File: config.mk
export PLATFORM = sky130hd
export DESIGN_NAME = ssw_top
export DESIGN_NICKNAME = d
export VERILOG_FILES = /design/src/rtl/ssw_pkg.sv /design/src/rtl/ssw_filt_if.sv /design/src/rtl/ssw_top.sv /design/src/rtl/ssw_filter.sv
export SDC_FILE = /design/constraint.sdc
export NUM_CORES = 1
export LEC_CHECK = 0
export ABC_AREA = 1
export BUFFER_PORTS_ARGS = -buffer_cell sky130_fd_sc_hd__buf_4
export CORE_ASPECT_RATIO = 1.4
export CORE_MARGIN = 3
export CORE_UTILIZATION = 40
export DETAILED_ROUTE_END_ITERATION = 7
export PLACE_DENSITY = 0.55
export SKIP_CTS_REPAIR_TIMING = 1
export SYNTH_ARGS = -nofsm -noshare
export SYNTH_HDL_FRONTEND = slang
export SYNTH_HIERARCHICAL = 1
export SYNTH_SLANG_ARGS = --single-unit
File: constraint.sdc
create_clock -name clk_sys -period 3.1 [get_ports clk_sys]
set_clock_uncertainty 0.15 [all_clocks]
set_input_delay 0.775 -clock clk_sys [delete_from_list [all_inputs] [get_ports clk_sys]]
set_output_delay 0.775 -clock clk_sys [all_outputs]
set_load 0.01 [all_outputs]
File: src/rtl/ssw_pkg.sv
`default_nettype none

package ssw_pkg;

  // ----------------------------------------
  // Clock
  // ----------------------------------------
  localparam longint CLK_HZ = 64'd25_000_000;
  localparam longint CLK_PERIOD_NS = 64'd40;

  // ----------------------------------------
  // Reset hold period (least time, rounds up)
  // ----------------------------------------
  localparam longint HOLD_MS = 64'd140;
  localparam longint HOLD_CYC_DEF = (HOLD_MS * CLK_HZ + 64'd999) / 64'd1000;

  // ----------------------------------------
  // Watchdog timeout and internal kick driver
  // ----------------------------------------
  localparam longint WD_MS = 64'd1500;
  localparam longint WD_CYC_DEF = (WD_MS * CLK_HZ) / 64'd1000;
  localparam int WD_DRV_NUM = 7;
  localparam int WD_DRV_DEN = 8;
  localparam longint KICK_MIN_NS = 64'd50;

  // ----------------------------------------
  // Input filters
  // ----------------------------------------
  localparam int NUM_SUPPLY = 2;
  localparam longint DIP_US = 64'd55;
  localparam int DIP_FILT_CYC = int'((DIP_US * CLK_HZ) / 64'd1_000_000) + 1;
  localparam longint MR_GLITCH_NS = 64'd90;
  localparam int MR_FILT_CYC = int'((MR_GLITCH_NS * CLK_HZ + 64'd999_999_999) / 64'd1_000_000_000) + 1;
  localparam longint MR_ACCEPT_NS = 64'd1000;
  localparam int MR_ACCEPT_CYC = int'((MR_ACCEPT_NS * CLK_HZ) / 64'd1_000_000_000);

  // ----------------------------------------
  // Filter reset levels
  // ----------------------------------------
  localparam logic SUPPLY_INIT = 1'b1;
  localparam logic MR_INIT = 1'b1;

endpackage

`default_nettype wire

File: src/rtl/ssw_filt_if.sv
`timescale 1ns/100ps
`default_nettype none

// Raw pin level in, settled level out
interface ssw_filt_if;
  logic raw;
  logic clean;
  modport user (output raw, input clean);
  modport filt (input raw, output clean);
endinterface

`default_nettype wire

File: src/rtl/ssw_top.sv
`timescale 1ns/100ps
`default_nettype none

// What this block does
// - Any supply below its trip level asserts the reset output.
// - After supplies recover, reset stays asserted for the hold period.
// - Reset output polarity is chosen at build time.
// - Watchdog expiry asserts reset for the full hold period.
// - Watchdog counter stays zero while reset is asserted.
// - Watchdog counter clears on reset or any kick input transition.
// - Kick pulses as narrow as 50 ns count as service.
// - Internal kick driver is low seven eighths, high the rest.
// - A floating kick input never lets the watchdog expire.
// - Manual reset low asserts reset, then hold period after release.
// - A bouncing manual switch still gives one clean reset sequence.
// - Supply dips up to 55 us are filtered out.
// - Manual reset glitches near 90 ns rejected, 1 us accepted.
module ssw_top
  import ssw_pkg::*;
#(
  parameter int unsigned HOLD_CYC = int'(HOLD_CYC_DEF),
  parameter int unsigned WD_CYC = int'(WD_CYC_DEF),
  parameter bit ACTIVE_HIGH = 1'b0
) (
  input wire logic clk_sys,
  input wire logic sys_rst,
  input wire logic supply_low_in,
  input wire logic adjustable_sense_in,
  input wire logic manual_reset_in_n,
  input wire logic watchdog_kick_in,
  output logic watchdog_kick_out,
  output logic watchdog_kick_oe,
  output logic alt_polarity_reset_out
);

  localparam int HW = $clog2(HOLD_CYC + 1);
  localparam int WW = $clog2(WD_CYC + 1);
  localparam int unsigned WD_DRV = (WD_CYC / WD_DRV_DEN) * WD_DRV_NUM;
  localparam logic ASSERT_LVL = ACTIVE_HIGH;

  // ----------------------------------------
  // Elaboration checks
  // ----------------------------------------
  // Floating-pin loop needs a few cycles between driver rise and expiry
  if (HOLD_CYC < 2 || WD_CYC < 64) begin : g_bad_times
    $error("ssw_top: HOLD_CYC or WD_CYC too small");
  end
  if (MR_FILT_CYC > MR_ACCEPT_CYC || CLK_PERIOD_NS > KICK_MIN_NS) begin : g_bad_clock
    $error("ssw_top: clock too slow for input filtering");
  end

  logic [NUM_SUPPLY-1:0] supply_raw;
  logic [NUM_SUPPLY-1:0] supply_bad;
  logic mr_clean_n;
  logic kick_a;
  logic kick_b;
  logic kick_c;
  logic kick_edge;
  logic [WW-1:0] wd_count;
  logic wd_expire;
  logic [HW-1:0] hold_cnt;
  logic [HW-1:0] next_hold;
  logic cause;
  logic rst_active;

  assign supply_raw = {adjustable_sense_in, supply_low_in};

  // ----------------------------------------
  // Input filters
  // ----------------------------------------
  // dip filter per supply
  for (genvar i = 0; i < NUM_SUPPLY; i++) begin : g_supply
    ssw_filt_if sup_if ();
    assign sup_if.raw = supply_raw[i];
    assign supply_bad[i] = sup_if.clean;
    ssw_filter #(.CYC(DIP_FILT_CYC), .INIT(SUPPLY_INIT)) u_filt (
      .clk_sys(clk_sys),
      .sys_rst(sys_rst),
      .io(sup_if.filt)
    );
  end

  // bounce absorbed by filter and hold restart
  // short glitches rejected, long lows taken
  ssw_filt_if mr_if ();
  assign mr_if.raw = manual_reset_in_n;
  assign mr_clean_n = mr_if.clean;
  ssw_filter #(.CYC(MR_FILT_CYC), .INIT(MR_INIT)) u_mr_filt (
    .clk_sys(clk_sys),
    .sys_rst(sys_rst),
    .io(mr_if.filt)
  );

  // ----------------------------------------
  // Kick input
  // ----------------------------------------
  // one clock period is shorter than the narrowest pulse
  always_ff @(posedge clk_sys or posedge sys_rst) begin
    if (sys_rst) begin
      kick_a <= 1'b0;
      kick_b <= 1'b0;
      kick_c <= 1'b0;
    end else begin
      kick_a <= watchdog_kick_in;
      kick_b <= kick_a;
      kick_c <= kick_b;
    end
  end

  assign kick_edge = kick_b ^ kick_c;

  // ----------------------------------------
  // Watchdog counter
  // ----------------------------------------
  // held at zero while reset asserted
  always_ff @(posedge clk_sys or posedge sys_rst) begin
    if (sys_rst) begin
      wd_count <= '0;
      wd_expire <= 1'b0;
    end else if (rst_active || kick_edge) begin
      wd_count <= '0;
      wd_expire <= 1'b0;
    end else if (wd_count == WW'(WD_CYC - 1)) begin
      wd_count <= '0;
      wd_expire <= 1'b1;
    end else begin
      wd_count <= wd_count + WW'(1);
      wd_expire <= 1'b0;
    end
  end

  // ----------------------------------------
  // Internal kick driver
  // ----------------------------------------
  // high only in the last eighth of the period
  // a floating pin follows this driver and clears the counter
  always_ff @(posedge clk_sys or posedge sys_rst) begin
    if (sys_rst) begin
      watchdog_kick_out <= 1'b0;
      watchdog_kick_oe <= 1'b1;
    end else begin
      watchdog_kick_out <= (wd_count >= WW'(WD_DRV));
      watchdog_kick_oe <= 1'b1;
    end
  end

  // ----------------------------------------
  // Reset causes and hold timer
  // ----------------------------------------
  // supply fault, manual reset or watchdog expiry
  assign cause = (|supply_bad) | ~mr_clean_n | wd_expire;

  // reload while any cause present, count down after
  always_comb begin
    if (cause) begin
      next_hold = HW'(HOLD_CYC);
    end else if (hold_cnt != '0) begin
      next_hold = hold_cnt - HW'(1);
    end else begin
      next_hold = '0;
    end
  end

  always_ff @(posedge clk_sys or posedge sys_rst) begin
    if (sys_rst) begin
      hold_cnt <= HW'(HOLD_CYC);
      rst_active <= 1'b1;
    end else begin
      hold_cnt <= next_hold;
      rst_active <= (next_hold != '0);
    end
  end

  // polarity applied at the output flop
  always_ff @(posedge clk_sys or posedge sys_rst) begin
    if (sys_rst) begin
      alt_polarity_reset_out <= ASSERT_LVL;
    end else begin
      alt_polarity_reset_out <= (next_hold != '0) ? ASSERT_LVL : ~ASSERT_LVL;
    end
  end

  // ----------------------------------------
  // Assertions
  // ----------------------------------------
  property p_supply_rst;
    @(posedge clk_sys) disable iff (sys_rst)
    (|supply_bad) |=> (rst_active && alt_polarity_reset_out == ASSERT_LVL);
  endproperty
  a_supply_rst: assert property (p_supply_rst) else $error("supply fault did not assert reset");

  property p_hold_start;
    @(posedge clk_sys) disable iff (sys_rst)
    $fell(cause) |=> (hold_cnt == HW'(HOLD_CYC - 1) && rst_active);
  endproperty
  a_hold_start: assert property (p_hold_start) else $error("hold period did not start");

  property p_release;
    @(posedge clk_sys) disable iff (sys_rst)
    (hold_cnt == HW'(1) && !cause) |=> (!rst_active ##1 !rst_active || cause);
  endproperty
  a_release: assert property (p_release) else $error("reset not released after hold");

  property p_polarity;
    @(posedge clk_sys) disable iff (sys_rst)
    (alt_polarity_reset_out == ASSERT_LVL) == rst_active;
  endproperty
  a_polarity: assert property (p_polarity) else $error("output level disagrees with reset state");

  property p_wd_full;
    @(posedge clk_sys) disable iff (sys_rst)
    wd_expire |=> (hold_cnt == HW'(HOLD_CYC) && rst_active);
  endproperty
  a_wd_full: assert property (p_wd_full) else $error("watchdog expiry did not load hold");

  property p_wd_frozen;
    @(posedge clk_sys) disable iff (sys_rst)
    rst_active |=> (wd_count == '0);
  endproperty
  a_wd_frozen: assert property (p_wd_frozen) else $error("watchdog advanced during reset");

  property p_kick_clear;
    @(posedge clk_sys) disable iff (sys_rst)
    (kick_edge && !rst_active) |=> (wd_count == '0 && !wd_expire);
  endproperty
  a_kick_clear: assert property (p_kick_clear) else $error("kick edge did not clear watchdog");

  property p_drv_low;
    @(posedge clk_sys) disable iff (sys_rst)
    (wd_count < WW'(WD_DRV)) |=> !watchdog_kick_out;
  endproperty
  a_drv_low: assert property (p_drv_low) else $error("kick driver high too early");

  property p_mr_rst;
    @(posedge clk_sys) disable iff (sys_rst)
    $rose(mr_clean_n) |-> (rst_active ##1 rst_active);
  endproperty
  a_mr_rst: assert property (p_mr_rst) else $error("manual reset release ended reset early");

endmodule

`default_nettype wire

File: src/rtl/ssw_filter.sv
`timescale 1ns/100ps
`default_nettype none

module ssw_filter
  import ssw_pkg::*;
#(
  parameter int CYC = 4,
  parameter logic INIT = 1'b1
) (
  input wire logic clk_sys,
  input wire logic sys_rst,
  ssw_filt_if.filt io
);

  localparam int CW = $clog2(CYC + 1);

  // Refuse a filter length the counter cannot serve
  if (CYC < 1) begin : g_bad_cyc
    $error("ssw_filter: CYC must be at least 1");
  end

  logic sync_a;
  logic sync_b;
  logic [CW-1:0] cnt;

  // ----------------------------------------
  // Synchroniser
  // ----------------------------------------
  always_ff @(posedge clk_sys or posedge sys_rst) begin
    if (sys_rst) begin
      sync_a <= INIT;
      sync_b <= INIT;
    end else begin
      sync_a <= io.raw;
      sync_b <= sync_a;
    end
  end

  // ----------------------------------------
  // Stability counter
  // ----------------------------------------
  // Level must differ for CYC cycles in a row before it is taken
  always_ff @(posedge clk_sys or posedge sys_rst) begin
    if (sys_rst) begin
      cnt <= '0;
      io.clean <= INIT;
    end else if (sync_b == io.clean) begin
      cnt <= '0;
    end else if (cnt == CW'(CYC - 1)) begin
      cnt <= '0;
      io.clean <= sync_b;
    end else begin
      cnt <= cnt + CW'(1);
    end
  end

  property p_filt_take;
    @(posedge clk_sys) disable iff (sys_rst)
    (sync_b != io.clean && cnt == CW'(CYC - 1)) |=> (io.clean == $past(sync_b));
  endproperty
  a_filt_take: assert property (p_filt_take) else $error("filter did not take settled level");

  property p_filt_hold;
    @(posedge clk_sys) disable iff (sys_rst)
    (cnt < CW'(CYC - 1)) |=> $stable(io.clean);
  endproperty
  a_filt_hold: assert property (p_filt_hold) else $error("filter output moved too early");

endmodule

`default_nettype wire

* Word level (Yosys, flattened, before mapping)
Index checks and enable logic that the tools add are counted.
** Word-level totals
- Flip-flop bits (word level) :: 89
- Bits of input ports :: 6
- Output and inout port bits :: 3
- Word-level logic and storage cells :: 61
** Cells by class
- Add/subtract/negate cells :: 5
- $lt $le $gt $ge :: 1
- Eq/ne operators :: 7
- Muxes and demuxes :: 13
- Bitwise logic cells :: 7
- Reductions and logical operators :: 7
** Operator list (count)
- 26-bit two-way mux :: 2
- 11-bit two-way mux :: 4
- 22-bit two-way mux :: 2
- 22-bit nonzero test :: 2
- 26-bit by 1-bit adder with 26-bit output, second input constant :: 1
- 26-bit equality test, second input constant :: 1
- 26-bit by 25-bit greater-or-equal comparator with 1-bit output, second input constant :: 1
- 11-bit by 1-bit adder with 11-bit output, second input constant :: 2
- 11-bit equality test, second input constant :: 2
- 22-bit by 1-bit subtractor with 22-bit output, second input constant :: 1
- 3-bit two-way mux :: 2
- 2-bit AND reduction :: 3
- 1-bit inverter :: 4
- 3-bit by 1-bit adder with 3-bit output, second input constant :: 1
- 1-bit equality test :: 3
- 3-bit by 2-bit equality test with 1-bit output, second input constant :: 1
- 1-bit two-way mux :: 3
- 1-bit OR :: 2
- 2-bit OR reduction :: 1
- 1-bit logical OR :: 1
- 1-bit XOR :: 1

* Depth between registers and ports, before layout
Gate-level depths: netlist of run 1.
- Depth after elaboration :: 6
- Mapped depth :: 13
- Depth with buffers taken out :: 13

* By module
Netlist of run 1, hierarchy kept.
** By module, submodules not included
- ssw_top :: instances 1, cells each 448, area an instance 3308.2 µm², sequential area each 1392.6 µm²
- ssw_filter (g_supply[0].u_filt ...) :: instances 2, cells each 72, area an instance 671.9 µm², sequential area each 354.1 µm²
- ssw_filter (u_mr_filt) :: instances 1, cells each 26, area an instance 246.5 µm², sequential area each 153.9 µm²

* Least setup slack after synthesis of run 1
No wires, ideal clock.
- Path kind :: register -> register
- From :: register hold_cnt[0]
- To :: register rst_active
- Library setup time :: 77 ps
- Arrival :: 1690 ps
- Data required time :: 2873 ps
- Path slack :: 1182 ps
- Cell stages (with the launch flop) :: 13
- Path buffers :: 1
- Clock period less this slack :: 1918 ps
- Path through :: dfrtp_1 -> inv_1 -> ha_1 -> nand3_4 -> nor2_8 -> nand3_4 -> buf_6 -> nand2_2 -> nand3_1 -> nor2_2 -> nand2_1 -> nor2_1 -> nand2_1
** Between the ends
- Word-level cells in the longest chain between the ends :: 4
- Elaborated cells on any way between the ends :: 5
- Classes of those cells :: 1 x add/sub; 2 x mux; 2 x reduce/logical
** Ends and longest elaborated chain
- from (decl) :: RTL line ssw_top.sv:61 : logic [HW-1:0] hold_cnt;
- from (signal assigned) :: RTL line ssw_top.sv:166 : hold_cnt <= HW'(HOLD_CYC);
- from (signal assigned) :: RTL line ssw_top.sv:169 : hold_cnt <= next_hold;
- 22-bit by 1-bit subtractor with 22-bit output / 22-bit nonzero test (equally long branches) :: RTL line ssw_top.sv:158, ssw_top.sv:157
- 22-bit two-way mux (*) :: RTL line ssw_top.sv:157 : end else if (hold_cnt != '0) begin
- 22-bit two-way mux (*) :: RTL line ssw_top.sv:155 : if (cause) begin
- 22-bit nonzero test (*) :: RTL line ssw_top.sv:170 : rst_active <= (next_hold != '0);
- to (signal assigned) :: RTL line ssw_top.sv:170
- to (decl) :: RTL line ssw_top.sv:64 : logic rst_active;
Mark *: on every way between the ends. The rest lies on a longest branch, timed or not.
A chain may end at the register's enable or synchronous reset.

* Final worst setup path of run 1
Ends and elaborated chain as after synthesis.

==> impl_results.md, run 1 <==
- RSZ-0062 raised after global routing: false
- Layout cells sized above 1: 16.0%
- Final ANT Viol Nets: 0
- Most numerous cell in the Yosys netlist: nand2_1
- Relative slew slack: 64.4%
- CP max FO: 16
- DP HPWL: 7870 um
- DR vias: 3,885
- Worst EP arrival: 2320 ps
- Final Critical Period: 2200 ps
- Clock power share: 40.3%
- Wl on met1: 4540 um
- Post-Route WL: 10,300 um
- Clk sinks: 89
- Combinational power share: 17.0%
- Die H: 137 um
- Psw: 0.842 mW
- Drt pass-1 iters: 4
- Largest area contributor in the netlist: dfrtp_1
- Area delta synth->final: 11.5%
- Syn Inst Count: 618
- Row count: 47
- CP endpoint kind: flip-flop
- Syn. warnings: 6
- Sequential power share: 42.7%
- Number of global-route vias before repair: 3,854
- WHS: 201 ps
- Max-cap violations: 0
- CTS H-tree depth: 3
- Clk root buf: clkbuf_16
- Max-slew violation count: 0
- Post-synthesis sequential area ratio: 46.0%
- Clock buffer depth: 2
- Clk_lat worst skew: 340 ps
- Largest net degree at the start of global routing: 25
- Max Fclk: 454 MHz
- Max Used Layer: met4
- Crit path kind: reg -> reg
- Placement Setup Slack: 893 ps
- Seq cells post-synth: 89
- WL/cell: 13.1 um
- Post-Synthesis Cell Area: 0.00490 sq mm
- Via density: 4.94
- EDFF count, synth: 0
- Largest cells by area after synthesis: dfrtp_1 (34%), dfstp_2 (12%), nand2_1 (9.6%)
- Diodes inserted: 0
- Final worst setup slack: 898 ps
- Layout Cells excl Fill: 786
- Nets: 646
- Initial Util: 41.2%
- Worst-Margin Slew: 534 ps
- CP Launch Type: flip-flop
- CORE AREA: 0.0119 sq mm
- CTS tree: yes
- Ports: 9
- Top cells by count, synth: nand2_1 (125), nor2_1 (94), inv_1 (89), dfrtp_1 (67), nand3_1 (53)
- IR drop worst, VDD: 0.344 mV
- Setup TNS: 0 ps
- Die ar.: 0.0136 sq mm
- Pint: 2.19 mW
- GRT Residual Overflow: 0
- Period utilization: 71.0%
- DP Cell Count: 770
- First-pass GRT wire length: 17,900 um
- Status: finished clean
- Post-synth ARST share: 100%
- # setup viols final: 0
- Critical Path RT: 3220 ps
- Top_reg_cell synth: dfrtp_1
- Met2 Wirelength: 5230 um
- Post-synth net total: 630
- Pleak: 2.48 nW
- Tot Pwr: 3.04 mW
- GRT Total Usage: 16.3%
- Iter 0 DRT Violations: 171
- Initial antenna violation count: 0
- Gp weighted congestion: 0.863
- CTS buffer count: 9
- Met3 WL post-DR: 241 um
- IO buf count: 7
- Switching share of total power: 27.7%
- Min-delay worst type: reg -> reg
- Number of remaining DRC errors: 0
- CTS clk-pin slew, worst paths: 60 ps
- Top-area cell type share of the netlist area: 34.2%
- PwrDens: 556 mW/mm^2
- Syn Area/Cell: 7.93 sq um
- Die width: 99.5 um
- Count of cell types in the netlist: 42
- Hold Vio Cnt, Final: 0
final timing paths:
path                       depth (start not counted)  slack (ps)                    endpoint                  start
setup / recovery                                  13         900        rst_active$_DFF_PP1_  hold_cnt[0]$_DFF_PP0_
hold reg to reg                                    0         200            kick_b$_DFF_PP0_       kick_a$_DFF_PP0_
hold / removal                                     0         200            kick_b$_DFF_PP0_       kick_a$_DFF_PP0_
setup reg to reg                                  13         900        rst_active$_DFF_PP1_  hold_cnt[0]$_DFF_PP0_
max in group asynchronous                          3        1750      hold_cnt[16]$_DFF_PP1_                sys_rst
min in group asynchronous                          2         230  u_mr_filt/cnt[2]$_DFF_PP0_                sys_rst
worst max-delay path: stages, from the launching register on:
cell	delay (ps)
dfrtp_1	370
inv_1	110
ha_1	250
nand3_4	130
nor2_8	200
nand3_4	230
nand2_4	160
inv_2	70
nand2_1	80
nand2_1	60
nor2_2	100
nand3_1	80
nor2_1	80
nand2_1	60
state kept, by name, summed over array words and instances, names as in the netlist:
signal	count
wd_count	26
g_supply.u_filt/cnt	22
hold_cnt	22
u_mr_filt/cnt	3
g_supply.u_filt/io.clean	2
g_supply.u_filt/sync_a	2
g_supply.u_filt/sync_b	2
alt_polarity_reset_out	1
kick_a	1
kick_b	1
kick_c	1
rst_active	1
u_mr_filt/io.clean	1
u_mr_filt/sync_a	1
u_mr_filt/sync_b	1
watchdog_kick_out	1
wd_expire	1
per-stage QoR:
stage / cell area [sq um] / util, %
after floorplan: 4900 / -
after global placement: 5120 / 43.1
after detailed placement: 5120 / 43.1
after CTS: 5460 / 46.0
after global routing: 5460 / 46.0
final: 5460 / 46.0
final cells by class:
type | instances | area (sq um)
Tap cell | 147 | 184
Multi-Input combinational cell | 430 | 2260
Clock buffer | 11 | 233
Inverter | 94 | 353
Timing Repair Buffer | 10 | 75.1
Clock inverter | 5 | 104
Fill cell | 1191 | 6420
Sequential cell | 89 | 2250
metal layers:
metal / vias to the layer above / GRT usage [%]
li1: 1988 / -
met1: 1804 / 20.1
met2: 71 / 27.8
met3: 22 / 2.55
met4: 0 / 7.59
met5: - / 0
cells in the final DEF (no fill, tap or decap), types with 14 or more instances in the layout:
master	count
a21oi_1	17
dfrtp_1	67
dfstp_2	22
inv_1	88
nand2_1	125
nand3_1	53
nor2_1	94
nor2_2	14
nor3_1	15
xor2_1	15
power groups by stage:
stage,clock network (mW),logic (mW),registers (mW)
after floorplan,0,0.417,1.30
after global placement,0,0.515,1.31
final,1.22,0.517,1.30
after global routing,1.31,0.595,1.31
after CTS,1.26,0.523,1.30
after detailed placement,0,0.521,1.32
kinds of logic after synthesis:
kind of cell,Yosys count,share of synthesized area (%)
and+or+nand+nor,356,35.0
buffers and inverters,99,7.89
DFF,89,46.0
AOI/OAI and AO/OA,48,5.72
xor gates and xnor gates,19,3.70
adders and majority gates,6,1.53
other,1,0.0766
No activity file was read; power rests on OpenSTA's default activity.
==> run 2, diff against run 1 <==
clock period = 2.05 ns   (was 3.1 ns; I/O delays follow)
==> impl_results.md, run 2 (same netlist as run 1, synthesis figures left out) <==
- Met1 global-route usage: 19.8% (-0.32 points)
- Clk_lat worst skew: 330 ps (about the same)
- Die width: 99.5 um (unchanged)
- Initial Util: 41.2% (unchanged)
- CP endpoint kind: flip-flop
- Largest net degree at the start of global routing: 39 (+56%)
- DR vias: 4,062 (+4.6%)
- WHS: 131 ps (-69.6 ps)
- Clk root buf: clkbuf_16
- DP Cell Count: 787 (+2.2%)
- CP max FO: 8 (-8)
- GR peak layer: met2
- Ports: 9 (unchanged)
- Design area: 0.00576 sq mm (+5.5%)
- WL/cell: 13.1 um (+0.62%)
- CP Cell Sequence: nor2_1, inv_1, nor2_4, nand3_2, nand3_1, nand2_1, nor2_2, nand3_1, nor2_1, nand2_1
- Max-cap violations: 0 (unchanged)
- Grt met3 use: 2.55% (unchanged)
- Crit-path max cell delay: 390 ps (+20 ps)
- Status: finished clean
- Max-slew violation count: 0 (unchanged)
- Post-Route WL: 10,800 um (+4.7%)
- CTS buffer count: 9 (unchanged)
- Number of global-route vias before repair: 3,934 (+2.1%)
- Hold Vio Cnt, Final: 0 (unchanged)
- Most frequent cells in the layout: nand2_1 (120), nor2_1 (91), inv_1 (85)
- Crit path kind: reg -> reg
- Via density: 4.97 (+0.47%)
- Worst-Margin Slew: 527 ps (-7.41 ps)
- Min-delay worst type: in -> reg
- Clock buffer depth: 2 (unchanged)
- Critical Path RT: 2170 ps (-1050 ps)
- First-pass GRT wire length: 18,000 um (+0.54%)
- Period utilization: 93.7% (+23 points)
- Area after DPL: 0.00526 sq mm (+2.7%)
- RSZ-0062 raised after global routing: true
- IO buf count: 7 (unchanged)
- Initial antenna violation count: 0 (unchanged)
- PwrDens: 820 mW/mm^2 (+48%)
- Largest Register: wd_count
- Nets: 679 (+5.1%)
- CTS H-tree depth: 3 (unchanged)
- Final Critical Period: 1920 ps (-282 ps)
- CTS clk-pin slew, worst paths: 70 ps (about the same)
- CTS tree: yes
- Critical path's slowest cell: dfstp_2
- Drt pass-1 iters: 4 (unchanged)
- IR drop worst, VDD: 0.601 mV (+75%)
- Fill count: 1,160 (-2.6%)
- Max Fclk: 521 MHz (+15%)
- Met2 GRT Util: 29.0% (+1.2 points)
- # setup viols final: 0 (unchanged)
- Gp weighted congestion: 0.942 (+9.1%)
- Clk sinks: 89 (unchanged)
- Relative slew slack: 64.9% (+0.49 points)
- Layout Cells excl Fill: 818 (+4.1%)
- Die ar.: 0.0136 sq mm (unchanged)
- Layout cells sized above 1: 22.1% (+6.1 points)
- Die H: 137 um (unchanged)
- CORE AREA: 0.0119 sq mm (unchanged)
- Pleak: 2.62 nW (+5.8%)
- Area delta synth->final: 17.7%
- GRT Residual Overflow: 0 (unchanged)
- Worst EP arrival: 2040 ps (-280 ps)
- Number of remaining DRC errors: 0 (unchanged)
- DP HPWL: 8040 um (+2.2%)
- CP Launch Type: flip-flop
- Commonest non-fill, non-tap cell in the layout: nand2_1
- GRT Total Usage: 16.5% (+0.23 points)
- Largest register FFs: 26 (unchanged)
- Row count: 47 (unchanged)
- Final ANT Viol Nets: 0 (unchanged)
- Diodes inserted: 0 (unchanged)
- Iter 0 DRT Violations: 176 (+2.9%)
- Largest registers: wd_count: 26 flops, g_supply.u_filt/cnt: 22 flops, hold_cnt: 22 flops
-- run 2: changes by cell type in the layout (fill, tap and decap cells not counted), sizes merged --
cell | before | now
buf | 10 | 40
bufinv | 3 | 1
clkinvlp | 0 | 2
clkbuf | 11 | 12
clkinv | 1 | 0
dlygate4sd3 | 0 | 1
inv | 95 | 94
nand3 | 58 | 59
nor2 | 116 | 117
-- run 2: through the flow --
| stage | worst slack (ps) | util, % | total power [mW] | setup TNS, ps |
|---|---|---|---|---|
| after floorplan | 66.1 | - | 2.60 | 0 |
| after global placement | 15.8 | 44.3 | 2.87 | 0 |
| after detailed placement | -32.9 | 44.3 | 2.89 | -57.2 |
| after CTS | -53.1 | 46.9 | 4.65 | -93.9 |
| after global routing | -37.3 | 48.5 | 5.02 | -57.2 |
| final | 130 | 48.5 | 4.73 | 0 |
-- run 2: cell type report --
| cell class | instances | area (sq um) | share of cell area [%] |
|---|---|---|---|
| clock buffers | 12 | 267 | 4.62 |
| clock inverters | 3 | 46.3 | 0.803 |
| inverters | 94 | 357 | 6.19 |
| multi-input cells | 432 | 2320 | 40.2 |
| flip-flops and latches | 89 | 2250 | 39.1 |
| well taps | 147 | 184 | 3.19 |
| repair buffers | 41 | 339 | 5.88 |
-- run 2: critical path: cells and delay by family (launching register included) --
family        cells  cell delay, ps
buf+inv           1             110
simple gates      9            1210
flops             1             390
-- run 2: routing by layer --
metal  routed length, um  part of all wire, %
met5                   0                    0
met4                 357                  3.3
met3                 209                  1.9
met2                5600                   52
met1                4590                   43
-- run 2: report_power, final --
part	switching [mW]	total, mW	leakage (nW)	internal [mW]
sequential	0.0853	1.97	1.15	1.88
clock	0.673	1.72	0.151	1.04
combinational	0.614	1.05	1.32	0.431
total	1.37	4.73	2.62	3.36
-- run 2: path summary, 6_finish.rpt --
check	from	to	slack, ps	cells after the start
worst max-delay path	hold_cnt[20]$_DFF_PP1_	rst_active$_DFF_PP1_	130	10
worst min-delay path	supply_low_in	g_supply[0].u_filt/sync_a$_DFF_PP1_	130	1
min in group asynchronous	sys_rst	u_mr_filt/cnt[0]$_DFF_PP0_	540	3
max in group asynchronous	sys_rst	g_supply[1].u_filt/sync_a$_DFF_PP1_	730	3
worst max register to register	hold_cnt[20]$_DFF_PP1_	rst_active$_DFF_PP1_	130	10
worst min register to register	kick_a$_DFF_PP0_	kick_b$_DFF_PP0_	200	0
==> run 3, diff against run 2 <==
CORE_UTILIZATION = 48   (was 40)
PLACE_DENSITY = 0.64   (was 0.55)
==> impl_results.md, run 3 (same netlist as run 1, synthesis figures left out) <==
- Clk sinks: 89 (unchanged)
- Die H: 126 um (-8.3%)
- # setup viols final: 0 (unchanged)
- Final ANT Viol Nets: 0 (unchanged)
- Design area: 0.00564 sq mm (-2.1%)
- Row count: 43 (-8.5%)
- Gp weighted congestion: 0.923 (-2.0%)
- DP HPWL: 7860 um (-2.1%)
- CTS H-tree depth: 3 (unchanged)
- Reg2reg end: wd_count[20]$_DFF_PP0_
- DR vias: 4,068 (+0.15%)
- First-pass GRT wire length: 17,900 um (-0.50%)
- Setup slack, reg-to-reg: 120 ps (about the same)
- Number of remaining DRC errors: 0 (unchanged)
- Reg2Reg Depth: 8 (-2)
- IO buf count: 7 (unchanged)
- Clk_lat worst skew: 340 ps (about the same)
- Final Critical Period: 1930 ps (+9.19 ps)
- Max-cap violations: 0 (unchanged)
- Worst EP arrival: 2000 ps (-40 ps)
- Max Fclk: 518 MHz (-0.48%)
- Commonest non-fill, non-tap cell in the layout: nand2_1
- Die ar.: 0.0115 sq mm (-16%)
- CP max FO: 4 (-4)
- WL/cell: 13.3 um (+1.5%)
- WHS: 124 ps (-6.54 ps)
- GRT Total Usage: 19.4% (+2.9 points)
- Fill count: 921 (-21%)
- DP Cell Count: 771 (-2.0%)
- Die width: 91.4 um (-8.2%)
- CP endpoint kind: flip-flop
- Clock buffer depth: 2 (unchanged)
- Reg-to-Reg Start: wd_count[1]$_DFF_PP0_
- Max-slew violation count: 0 (unchanged)
- Largest registers: wd_count: 26 flops, g_supply.u_filt/cnt: 22 flops, hold_cnt: 22 flops
- Placement Setup Slack: 9.58 ps (+42.5 ps)
- Post-Route WL: 10,600 um (-1.3%)
- Nets: 667 (-1.8%)
- Relative slew slack: 63.9% (-1.0 points)
- Initial Util: 49.2% (+8.0 points)
- Layout cells sized above 1: 20.8% (-1.3 points)
- Clk root buf: clkbuf_16
- Switching share of total power: 29.9% (+0.85 points)
- CTS buffer count: 9 (unchanged)
- CP Launch Type: flip-flop
- Largest Register: wd_count
- Number of global-route vias before repair: 3,913 (-0.53%)
- CTS tree: yes
- Area delta synth->final: 15.2%
- Pleak: 2.56 nW (-2.2%)
- Critical Path RT: 2120 ps (-50 ps)
- CTS clk-pin slew, worst paths: 60 ps (about the same)
- Drt pass-1 iters: 4 (unchanged)
- Diodes inserted: 0 (unchanged)
- Initial antenna violation count: 0 (unchanged)
- Period utilization: 94.1% (+0.45 points)
- Min-delay worst type: in -> reg
- Iter 0 DRT Violations: 203 (+15%)
- Hold path depth: 1 (unchanged)
- Pint: 3.13 mW (-6.6%)
- GRT Residual Overflow: 0 (unchanged)
- Hold Vio Cnt, Final: 0 (unchanged)
- Psw: 1.33 mW (-2.7%)
- Area after DPL: 0.00523 sq mm (-0.62%)
- CORE AREA: 0.00995 sq mm (-16%)
- Final worst setup slack: 121 ps (-9.19 ps)
- Largest net degree at the start of global routing: 56 (+44%)
- Worst hold start: supply_low_in
- Combinational power share: 21.7% (-0.4 points)
- Status: finished clean
- Ports: 9 (unchanged)
- Sequential power share: 44.0% (+2.4 points)
- PwrDens: 792 mW/mm^2 (-3.5%)
- Clock power share: 34.2% (-2.1 points)
- Worst-Margin Slew: 542 ps (+15.0 ps)
- Most frequent cells in the layout: nand2_1 (120), nor2_1 (90), inv_1 (86)
- Crit path kind: reg -> reg
- Hold EP: g_supply[0].u_filt/sync_a$_DFF_PP1_
- Via density: 5.12 (+3.0%)
- Largest register FFs: 26 (unchanged)
- Layout Cells excl Fill: 795 (-2.8%)
- IR drop worst, VDD: 0.489 mV (-19%)
## run 3: cell types whose count changed in the layout (fill, tap and decap cells not counted), moves of 2 or more
cell,before,now
buf_4,37,27
clkbuf_1,0,3
clkbuf_8,3,1
nor2_2,17,15
nor2_4,8,10
## run 3: worst max path at each step
stage	from	end	slack (ps)	depth (start not counted)
floorplan	sys_rst	alt_polarity_reset_out$_DFF_PP0_	70	1
finish	wd_count[1]$_DFF_PP0_	wd_count[20]$_DFF_PP0_	120	8
detailed placement	hold_cnt[0]$_DFF_PP0_	rst_active$_DFF_PP1_	10	11
CTS	hold_cnt[0]$_DFF_PP0_	rst_active$_DFF_PP1_	-0.2	13
global route	wd_count[1]$_DFF_PP0_	wd_count[20]$_DFF_PP0_	-20	8
global placement	hold_cnt[0]$_DFF_PP0_	rst_active$_DFF_PP1_	60	13
## run 3: worst max-delay path, stage by stage, from the launching register on
cell,delay [ps]
dfrtp_1,370
ha_2,220
nand3_2,150
nor3_4,240
nand3_2,150
nor2_4,170
nand4_1,140
o21ai_1,160
a21oi_1,60
## run 3: stage by stage
step / power [mW] / utilization (%) / TNS, ps
after floorplan: 2.60 / - / 0
after global placement: 2.83 / 52.6 / 0
after detailed placement: 2.85 / 52.6 / 0
after CTS: 4.40 / 55.3 / -0.224
after global routing: 4.74 / 56.7 / -27.8
final: 4.47 / 56.7 / 0
## run 3: metal layers
layer / global-route usage, % / part of all wire, %
met2: 33.8 / 51
met5: 0 / 0
met3: 3.79 / 2.5
met4: 9.06 / 3.4
met1: 22.9 / 43
## run 3: layout make-up
type	instances	area [sq um]	share of cell area, %
repair buffers	30	253	4.48
inverters	94	353	6.25
multi-input cells	431	2340	41.5
clock inverters	3	23.8	0.421
well taps	135	169	2.99
clock buffers	13	250	4.43
flip-flops and latches	89	2250	40.0
## run 3: power by group through the flow
stage	clock (mW)	sequential (mW)	combinational, mW
3_5_place_dp	0	2.00	0.855
3_3_place_gp	0	1.99	0.834
2_1_floorplan	0	1.97	0.631
4_1_cts	1.58	1.97	0.858
5_1_grt	1.67	1.98	1.10
6_report	1.53	1.97	0.972
